## src/core/scnv_regs.svh

```systemverilog
`ifndef SCNV_REGS_SVH
`define SCNV_REGS_SVH

// Register indexes; the byte address is four times the index
`define SCNV_IDX_GATE 7'h47
`define SCNV_IDX_OPERAND 7'h48
`define SCNV_IDX_RESULT 7'h49
`define SCNV_IDX_SAVE 7'h4A
`define SCNV_IDX_INHIBIT 7'h4B
`define SCNV_IDX_TALLY_LO 7'h4D
`define SCNV_IDX_TALLY_HI 7'h4E

// Reset values
`define SCNV_RST_GATE 16'h0000
`define SCNV_RST_OPERAND 16'h0000
`define SCNV_RST_RESULT 16'h0000
`define SCNV_RST_SAVE 16'h0000
`define SCNV_RST_INHIBIT 16'h0000

// Field values
`define SCNV_GATE_OPEN 16'h0001
`define SCNV_INHIBIT_ON 16'h0001
`define SCNV_CMD_INIT_ALL 16'h0001
`define SCNV_CMD_CTRL 16'h0002
`define SCNV_CMD_INTYPE 16'h0004
`define SCNV_CMD_INRANGE 16'h0008
`define SCNV_CMD_PVRANGE 16'h0010
`define SCNV_RESULT_OK 16'h0000
`define SCNV_RESULT_INVALID 16'h8001
`define SCNV_SAVE_CODE 16'h5752
`define SCNV_TALLY_MAX 32'h000186A0

`endif

```

## src/core/scnv_pkg.sv

```systemverilog
package scnv_pkg;

    typedef enum logic [0:0] {
        SCNV_CMD_IDLE = 1'b0,
        SCNV_CMD_EXEC = 1'b1
    } scnv_cmd_state_t;

    typedef enum logic [0:0] {
        SCNV_NV_IDLE = 1'b0,
        SCNV_NV_WRITE = 1'b1
    } scnv_nv_state_t;

    typedef enum logic [0:0] {
        SCNV_SRC_SP = 1'b0,
        SCNV_SRC_AUTO = 1'b1
    } scnv_nv_src_t;

endpackage

```

## src/core/scnv_nv_if.sv

```systemverilog
`timescale 1ns/1ps
interface scnv_nv_if;
    logic start;
    scnv_pkg::scnv_nv_src_t src;
    logic busy;
    logic done;
    modport ctrl(output start, output src, input busy, input done);
    modport seq(input start, input src, output busy, output done);
endinterface

```

## src/core/scnv_nv_seq.sv

```systemverilog
`timescale 1ns/1ps
module scnv_nv_seq (
    // Clock and reset
    input wire logic i_clk,
    input wire logic i_reset,
    // Controller side
    scnv_nv_if.seq nv,
    // Nonvolatile memory port
    output logic o_nv_req,
    output logic o_nv_sp,
    input wire logic i_nv_ack
);
    scnv_pkg::scnv_nv_state_t state;

    assign nv.busy = (state != scnv_pkg::SCNV_NV_IDLE);

    // One request per execution, whatever it covers
    always_ff @(posedge i_clk) begin
        if (i_reset) begin
            state <= scnv_pkg::SCNV_NV_IDLE;
            o_nv_req <= 1'b0;
            o_nv_sp <= 1'b0;
            nv.done <= 1'b0;
        end else begin
            nv.done <= 1'b0;
            case (state)
                scnv_pkg::SCNV_NV_IDLE: begin
                    if (nv.start) begin
                        o_nv_req <= 1'b1;
                        o_nv_sp <= (nv.src == scnv_pkg::SCNV_SRC_SP);
                        state <= scnv_pkg::SCNV_NV_WRITE;
                    end
                end
                default: begin
                    if (i_nv_ack) begin
                        o_nv_req <= 1'b0;
                        nv.done <= 1'b1;
                        state <= scnv_pkg::SCNV_NV_IDLE;
                    end
                end
            endcase
        end
    end
endmodule

```

## src/core/scnv_tally.sv

```systemverilog
`timescale 1ns/1ps
`include "scnv_regs.svh"
module scnv_tally (
    // Clock and reset
    input wire logic i_clk,
    input wire logic i_reset,
    // Count control
    input wire logic i_inc,
    input wire logic [31:0] i_init,
    // Count value
    output logic [31:0] o_tally
);
    logic loaded;

    // The kept count is taken one edge after reset release, never under reset
    always_ff @(posedge i_clk) begin
        if (i_reset) begin
            loaded <= 1'b0;
            o_tally <= 32'h00000000;
        end else if (!loaded) begin
            loaded <= 1'b1;
            o_tally <= (i_init > `SCNV_TALLY_MAX) ? `SCNV_TALLY_MAX : i_init;
        end else if (i_inc && o_tally < `SCNV_TALLY_MAX) begin
            o_tally <= o_tally + 32'h00000001;
        end
    end
endmodule

```

## src/core/scnv_top.sv

```systemverilog
// Summary of operation
// - Command gate: 0 blocks setup commands, 1 permits them; resets to 0.
// - Result reads 0 on success, error position, or -32767 if gated.
// - Code 1 returns parameters to factory default, except input type and frequency set by switches.
// - Code 2 applies controller parameters, reinitialises I/O and operation.
// - Code 4 applies input type, reinitialises ranges and operation.
// - Code 8 applies input range, reinitialises process value range, operation.
// - Code 16 applies process value range, reinitialises operation.
// - Factory restore keeps input type and frequency set by switches.
// - Unrecognised operand codes change nothing in module operation.
// - Operand clears to 0 when a setup command finishes.
// - Writing WR to save trigger starts a set point save; reads 0 otherwise.
// - Backup inhibit 0 enables, 1 disables automatic backup; resets to 0.
// - With backup enabled, each stored parameter update is written to memory.
// - Tally counts executions, saturates at 100,000; writes still happen.
// - Tally reads as one long word at positions 77 and 78.
// - Tally counts whole executions, not individual positions.
// - Inhibit is never saved and returns to 0 at power up.
// - New controller parameters take effect only after their command.
//
// The Wishbone interface to the registers was decided locally.
`timescale 1ns/1ps
`include "scnv_regs.svh"
module scnv_top (
    // Clock and reset
    input wire logic I_CLK,
    input wire logic I_RESET,
    // Wishbone slave
    input wire logic I_WB_CYC,
    input wire logic I_WB_STB,
    input wire logic I_WB_WE,
    input wire logic [31:0] I_WB_ADR,
    input wire logic [3:0] I_WB_SEL,
    input wire logic [31:0] I_WB_DAT,
    output logic [31:0] O_WB_DAT,
    output logic O_WB_ACK,
    // Setup command port to the parameter logic
    output logic O_CMD_REQ,
    output logic [4:0] O_CMD_SEL,
    output logic O_CMD_SW_INPUT_KEEP,
    output logic O_CMD_SW_FREQ_KEEP,
    input wire logic I_CMD_DONE,
    input wire logic I_CMD_ERR,
    input wire logic [15:0] I_CMD_ERR_POS,
    input wire logic I_SW_INPUT_SET,
    input wire logic I_SW_FREQ_SET,
    // Backup port
    input wire logic I_PARAM_STORED_UPD,
    output logic O_NV_REQ,
    output logic O_NV_SP,
    input wire logic I_NV_ACK,
    output logic [31:0] O_NV_TALLY,
    input wire logic [31:0] I_NV_TALLY_INIT
);
    scnv_nv_if nv();

    scnv_pkg::scnv_cmd_state_t cmd_state;
    logic [15:0] command_gate;
    logic [15:0] command_operand;
    logic [15:0] command_result;
    logic [15:0] setpoint_save_trigger;
    logic [15:0] backup_inhibit;
    logic [31:0] nv_write_tally;
    logic pend_sp;
    logic pend_auto;
    logic wb_req;
    logic wb_wr;
    logic [15:0] wr_val;

    function automatic logic is_reg(input logic [31:0] a, input logic [6:0] idx);
        return (a[31:9] == 23'h000000) && (a[8:2] == idx) && (a[1:0] == 2'h0);
    endfunction

    function automatic logic [15:0] merge(input logic [15:0] old, input logic [31:0] d,
                                          input logic [3:0] sel);
        return {sel[1] ? d[15:8] : old[15:8], sel[0] ? d[7:0] : old[7:0]};
    endfunction

    function automatic logic is_cmd(input logic [15:0] v);
        return v == `SCNV_CMD_INIT_ALL || v == `SCNV_CMD_CTRL || v == `SCNV_CMD_INTYPE ||
               v == `SCNV_CMD_INRANGE || v == `SCNV_CMD_PVRANGE;
    endfunction

    // Ack comes one cycle after the request; a write lands on the acked edge
    assign wb_req = I_WB_CYC && I_WB_STB;
    assign wb_wr = wb_req && I_WB_WE && O_WB_ACK;

    always_ff @(posedge I_CLK) begin
        if (I_RESET) begin
            O_WB_ACK <= 1'b0;
        end else begin
            O_WB_ACK <= wb_req && !O_WB_ACK;
        end
    end

    always_ff @(posedge I_CLK) begin
        if (I_RESET) begin
            O_WB_DAT <= 32'h00000000;
        end else if (wb_req && !O_WB_ACK) begin
            if (is_reg(I_WB_ADR, `SCNV_IDX_GATE)) begin
                O_WB_DAT <= {16'h0000, command_gate};
            end else if (is_reg(I_WB_ADR, `SCNV_IDX_OPERAND)) begin
                O_WB_DAT <= {16'h0000, command_operand};
            end else if (is_reg(I_WB_ADR, `SCNV_IDX_RESULT)) begin
                O_WB_DAT <= {16'h0000, command_result};
            end else if (is_reg(I_WB_ADR, `SCNV_IDX_SAVE)) begin
                O_WB_DAT <= {16'h0000, setpoint_save_trigger};
            end else if (is_reg(I_WB_ADR, `SCNV_IDX_INHIBIT)) begin
                O_WB_DAT <= {16'h0000, backup_inhibit};
            end else if (is_reg(I_WB_ADR, `SCNV_IDX_TALLY_LO)) begin
                O_WB_DAT <= {16'h0000, nv_write_tally[15:0]};
            end else if (is_reg(I_WB_ADR, `SCNV_IDX_TALLY_HI)) begin
                O_WB_DAT <= {16'h0000, nv_write_tally[31:16]};
            end else begin
                O_WB_DAT <= 32'h00000000;
            end
        end
    end

    always_comb begin
        wr_val = 16'h0000;
        if (is_reg(I_WB_ADR, `SCNV_IDX_GATE)) begin
            wr_val = merge(command_gate, I_WB_DAT, I_WB_SEL);
        end else if (is_reg(I_WB_ADR, `SCNV_IDX_OPERAND)) begin
            wr_val = merge(command_operand, I_WB_DAT, I_WB_SEL);
        end else if (is_reg(I_WB_ADR, `SCNV_IDX_SAVE)) begin
            wr_val = merge(setpoint_save_trigger, I_WB_DAT, I_WB_SEL);
        end else if (is_reg(I_WB_ADR, `SCNV_IDX_INHIBIT)) begin
            wr_val = merge(backup_inhibit, I_WB_DAT, I_WB_SEL);
        end
    end

    always_ff @(posedge I_CLK) begin
        if (I_RESET) begin
            command_gate <= `SCNV_RST_GATE;
        end else if (wb_wr && is_reg(I_WB_ADR, `SCNV_IDX_GATE)) begin
            command_gate <= wr_val;
        end
    end

    // Inhibit lives only in flops, so power up always brings it back to 0
    always_ff @(posedge I_CLK) begin
        if (I_RESET) begin
            backup_inhibit <= `SCNV_RST_INHIBIT;
        end else if (wb_wr && is_reg(I_WB_ADR, `SCNV_IDX_INHIBIT)) begin
            backup_inhibit <= wr_val;
        end
    end

    // Operand writes during a running command are dropped to keep the code stable
    always_ff @(posedge I_CLK) begin
        if (I_RESET) begin
            cmd_state <= scnv_pkg::SCNV_CMD_IDLE;
            command_operand <= `SCNV_RST_OPERAND;
            command_result <= `SCNV_RST_RESULT;
            O_CMD_REQ <= 1'b0;
            O_CMD_SEL <= 5'h00;
            O_CMD_SW_INPUT_KEEP <= 1'b0;
            O_CMD_SW_FREQ_KEEP <= 1'b0;
        end else begin
            case (cmd_state)
                scnv_pkg::SCNV_CMD_IDLE: begin
                    if (wb_wr && is_reg(I_WB_ADR, `SCNV_IDX_OPERAND)) begin
                        command_operand <= wr_val;
                        if (is_cmd(wr_val)) begin
                            if (command_gate != `SCNV_GATE_OPEN) begin
                                command_result <= `SCNV_RESULT_INVALID;
                                command_operand <= 16'h0000;
                            end else begin
                                // Selects code 1, 2, 4, 8 or 16 on the one-hot lines
                                O_CMD_REQ <= 1'b1;
                                O_CMD_SEL <= wr_val[4:0];
                                O_CMD_SW_INPUT_KEEP <= (wr_val == `SCNV_CMD_INIT_ALL) &&
                                                       I_SW_INPUT_SET;
                                O_CMD_SW_FREQ_KEEP <= (wr_val == `SCNV_CMD_INIT_ALL) &&
                                                      I_SW_FREQ_SET;
                                cmd_state <= scnv_pkg::SCNV_CMD_EXEC;
                            end
                        end
                    end
                end
                default: begin
                    if (I_CMD_DONE) begin
                        O_CMD_REQ <= 1'b0;
                        O_CMD_SEL <= 5'h00;
                        O_CMD_SW_INPUT_KEEP <= 1'b0;
                        O_CMD_SW_FREQ_KEEP <= 1'b0;
                        command_operand <= 16'h0000;
                        command_result <= I_CMD_ERR ? I_CMD_ERR_POS : `SCNV_RESULT_OK;
                        cmd_state <= scnv_pkg::SCNV_CMD_IDLE;
                    end
                end
            endcase
        end
    end

    // Only the code WR starts a save; anything else, zero included, is ignored
    always_ff @(posedge I_CLK) begin
        if (I_RESET) begin
            setpoint_save_trigger <= `SCNV_RST_SAVE;
        end else if (wb_wr && is_reg(I_WB_ADR, `SCNV_IDX_SAVE) &&
                     wr_val == `SCNV_SAVE_CODE) begin
            setpoint_save_trigger <= `SCNV_SAVE_CODE;
        end else if (nv.done && !pend_sp && O_NV_SP) begin
            // The sequencer still shows the source of the execution that just ended
            setpoint_save_trigger <= 16'h0000;
        end
    end

    // A new request in the cycle a pending flag is taken keeps the flag set
    always_ff @(posedge I_CLK) begin
        if (I_RESET) begin
            pend_sp <= 1'b0;
        end else if (wb_wr && is_reg(I_WB_ADR, `SCNV_IDX_SAVE) &&
                     wr_val == `SCNV_SAVE_CODE) begin
            pend_sp <= 1'b1;
        end else if (nv.start && nv.src == scnv_pkg::SCNV_SRC_SP) begin
            pend_sp <= 1'b0;
        end
    end

    // Updates that arrive during a write fold into the next execution
    always_ff @(posedge I_CLK) begin
        if (I_RESET) begin
            pend_auto <= 1'b0;
        end else if (I_PARAM_STORED_UPD && backup_inhibit != `SCNV_INHIBIT_ON) begin
            pend_auto <= 1'b1;
        end else if (nv.start && nv.src == scnv_pkg::SCNV_SRC_AUTO) begin
            pend_auto <= 1'b0;
        end
    end

    // Set point saves win over automatic backup
    always_ff @(posedge I_CLK) begin
        if (I_RESET) begin
            nv.start <= 1'b0;
            nv.src <= scnv_pkg::SCNV_SRC_SP;
        end else begin
            nv.start <= 1'b0;
            if (!nv.busy && !nv.start && (pend_sp || pend_auto)) begin
                nv.start <= 1'b1;
                nv.src <= pend_sp ? scnv_pkg::SCNV_SRC_SP : scnv_pkg::SCNV_SRC_AUTO;
            end
        end
    end

    scnv_nv_seq scnv_nv_seq_i (
        .i_clk(I_CLK),
        .i_reset(I_RESET),
        .nv(nv.seq),
        .o_nv_req(O_NV_REQ),
        .o_nv_sp(O_NV_SP),
        .i_nv_ack(I_NV_ACK)
    );

    scnv_tally scnv_tally_i (
        .i_clk(I_CLK),
        .i_reset(I_RESET),
        .i_inc(nv.done),
        .i_init(I_NV_TALLY_INIT),
        .o_tally(nv_write_tally)
    );

    assign O_NV_TALLY = nv_write_tally;
endmodule

```

## config.mk

```make
export PLATFORM = sky130hd
export DESIGN_NAME = scnv_top
export DESIGN_NICKNAME = d
export VERILOG_FILES = /design/src/core/scnv_pkg.sv /design/src/core/scnv_nv_if.sv /design/src/core/scnv_nv_seq.sv /design/src/core/scnv_tally.sv /design/src/core/scnv_top.sv
export VERILOG_INCLUDE_DIRS = /design/src /design/src/core
export SDC_FILE = /design/constraint.sdc
export NUM_CORES = 1
export LEC_CHECK = 0
export ABC_AREA = 1
export BUFFER_PORTS_ARGS = -buffer_cell sky130_fd_sc_hd__buf_2
export CORE_MARGIN = 2
export CORE_UTILIZATION = 55
export CTS_CLUSTER_DIAMETER = 60
export DETAILED_ROUTE_END_ITERATION = 12
export PLACE_DENSITY_LB_ADDON = 0.15
export SKIP_CTS_REPAIR_TIMING = 1
export SYNTH_ARGS = -nofsm -noshare
export SYNTH_HDL_FRONTEND = slang
export SYNTH_SLANG_ARGS = --single-unit
```

## constraint.sdc

```tcl
create_clock -name I_CLK -period 4.4 [get_ports I_CLK]
set_input_delay 0.88 -clock I_CLK [delete_from_list [all_inputs] [get_ports I_CLK]]
set_output_delay 0.88 -clock I_CLK [all_outputs]
set_load 0.02 [all_outputs]
```

==> flow_summary.json <==
{
  "cp.arrival_ps": 4030,
  "antenna_found_initial": 1,
  "status": "completed",
  "combPwrFrac_pct": 8.5,
  "io_buffers": 167,
  "ys_types": 63,
  "via_count": 9968,
  "core_area_um2": 15100,
  "pwr-share-seq_pct": 40.6,
  "internal-power_mw": 2.31,
  "setup_viol": 0,
  "final_nets": 1589,
  "powerDensity_nw_per_um2": 304,
  "hold_class": "reg -> reg",
  "critPathLaunchType": "input pin",
  "multi_input_area_um2": 4900,
  "first_global_vias": 8760,
  "gp_congestion": 0.976,
  "syn-instance-count": 1321,
  "groute.usage.overall_pct": 35.3,
  "synth_commonest_cells": "nand2_1 (272), inv_1 (137), dfxtp_1 (132), nor2_1 (126), a21oi_1 (119)",
  "ant_nets": 0,
  "drc": 0,
  "yosysSeqAreaShare_pct": 31.1,
  "worst_pin_slew_ps": 1000,
  "register_area_um2": 2640,
  "clk_path_buf_depth": 2,
  "die_w_um": 128,
  "cp.required_ps": 4760,
  "clkSinkCount": 132,
  "yosysTopAreaCell": "dfxtp_1",
  "syn_to_final_growth_pct": 17.6,
  "met3_usage_pct": 5.95,
  "p_leak_nw": 4.56,
  "grt_pass1_wl_mm": 45.6,
  "grt-busiest-layer": "met2",
  "grt_max_degree": 76,
  "synth_edf_count": 0,
  "h-tree-depth": 4,
  "rows": 45,
  "finalCritPeriodShare_pct": 83.4,
  "routed_wirelength_mm": 29.1,
  "start_util_pct": 56.1,
  "power_switching_share_pct": 24.0,
  "ys_ff_latch": 132,
  "drv_slew": 0,
  "cts_buffers": 17,
  "rsz0062_at_grt": "no",
  "tns_ps": 0,
  "p_sw_mw": 0.729,
  "hold_violations": 0,
  "wl_per_cell_um": 17.5,
  "ff2ff_setup_slack_ps": 1570,
  "power_mw": 3.04,
  "crit_fanout": 25,
  "ir_drop_mv": 0.272,
  "overflow": 0,
  "ys_top_cells_by_area": "dfxtp_1 (31%), nand2_1 (12%), a21oi_1 (7.0%)",
  "critPathCaptureType": "flop",
  "clk_latency_ps": 430,
  "cts_root_buf": "clkbuf_16",
  "cts_tree": "built",
  "max_freq_mhz": 273,
  "cts.clk_slew.worst_paths_ps": 60,
  "drv_cap": 0,
  "layout-drive-gt1-share_pct": 18.3,
  "die_y_um": 128,
  "fin_util_pct": 66.0,
  "syn_area_um2": 8500,
  "first_pass_iters": 6,
  "async_flop_share_pct": 0,
  "yosysWarnings": 0,
  "detailed_place_hpwl_mm": 21.2,
  "slew_headroom_pct": 32.2,
  "die_area_um2": 16500,
  "grtUsageMet2_pct": 55.8,
  "boundaryPins": 202,
  "finalCriticalPeriod_ps": 3670,
  "finClkSkew_ps": 11.5,
  "viasPerCell": 6.00,
  "yosys.area.top_type_share_pct": 31.1,
  "syn_area_per_cell_um2": 6.44,
  "synth.most_common_cell": "nand2_1",
  "fillCellCount": 1426,
  "pwr-share-clk_pct": 50.9,
  "drtIter0Drc": 1154,
  "ys.flop_type": "dfxtp_1",
  "crit_type": "in -> reg",
  "use_met1_pct": 46.6
}
==> metal layers <==
layer  part of all wire [%]  vias to the layer above  wire length [um]
met4                    4.7                        0              1370
met5                      0                        -                 0
met3                     10                      102              3010
met2                     45                      613             13100
li1                       -                     4774                 -
met1                     40                     4479             11700
==> sequential cells by signal (all words and copies together), names as in the netlist, 5 cells and up <==
signal / count
command_result: 16
O_WB_DAT: 16
O_CMD_SEL: 5
backup_inhibit: 16
command_gate: 16
command_operand: 16
scnv_tally_i.o_tally: 32
==> power groups by stage <==
stage	logic [mW]	registers (mW)	clock network (mW)
after global placement	0.249	1.26	0
final	0.257	1.23	1.55
after global routing	0.285	1.24	1.60
after detailed placement	0.252	1.26	0
after floorplan	0.145	1.27	0
after CTS	0.253	1.23	1.54
==> cell usage in the layout (no fill, tap or decap), types with 5 or more instances in the layout <==
| master | instances |
|---|---|
| o21ai_0 | 107 |
| nand2_1 | 272 |
| nor3_1 | 31 |
| nor2_1 | 126 |
| buf_4 | 28 |
| o211ai_1 | 22 |
| a31oi_1 | 5 |
| buf_2 | 167 |
| a21oi_1 | 119 |
| conb_1 | 16 |
| nand4_1 | 41 |
| or2_2 | 11 |
| o221ai_1 | 23 |
| clkbuf_16 | 17 |
| o2111ai_1 | 8 |
| a211oi_1 | 10 |
| bufinv_16 | 5 |
| dfxtp_1 | 132 |
| nand3_1 | 97 |
| a21oi_2 | 13 |
| inv_1 | 137 |
| nor4_1 | 12 |
==> final timing paths <==
path	start	endpoint	cells after the start
worst min-delay path	nv.src$_SDFFE_PP0P_	scnv_nv_seq_i.o_nv_sp$_SDFFE_PP0P_	1
worst max-delay path	I_WB_ADR[7]	command_result[8]$_SDFFE_PP0P_	19
worst max register to register	setpoint_save_trigger[12]$_SDFFE_PP0P_	command_result[8]$_SDFFE_PP0P_	12
worst min register to register	nv.src$_SDFFE_PP0P_	scnv_nv_seq_i.o_nv_sp$_SDFFE_PP0P_	1
==> per-stage QoR <==
| stage | instance area (um2) | hold slack, ps | std cells | setup WS [ps] |
|---|---|---|---|---|
| 2_1_floorplan | 8560 | 416 | 1336 | 1290 |
| 3_3_place_gp | 9370 | 423 | 1630 | 439 |
| 3_5_place_dp | 9370 | 435 | 1630 | 391 |
| 4_1_cts | 10000 | 439 | 1660 | 834 |
| 5_1_grt | 10000 | 441 | 1660 | 458 |
| 6_report | 10000 | 437 | 1661 | 732 |
==> logic make-up (layout without fill, tap and decap cells) <==
kind of cell,after synthesis,count (layout),synth area share [%]
and+or+nand+nor,614,614,32.6
AOI/OAI and AO/OA,337,337,23.8
buffers and inverters,232,368,11.9
DFF,132,132,31.1
xor gates and xnor gates,4,4,0.412
adders and majority gates,1,1,0.147
other,1,17,0.0441
==> cell type report <==
cell class / count / area share (%)
sequential: 132 / 26.4
tap: 188 / 2.35
multi-input combinational: 972 / 49.0
clock buffer: 20 / 4.47
inverter: 143 / 5.43
timing repair buffer: 195 / 10.5
antenna: 1 / 0.0250
clock inverter: 10 / 1.81
==> worst max-delay path, stage by stage <==
cell     delay, ps
buf_2          100
nor2_1         120
nand2_2        190
nor3_2         330
nand2_1        350
nand2_2        190
nand2_1         80
nand3_1        200
inv_1           90
nand2_1        150
nand2_1         70
nor2_1          80
nand2_1         70
nand3_2        180
nand3_4        120
nand2_2        400
buf_4          250
a21oi_2         50
nor2_1         110
(Power assumes the default switching activity.)
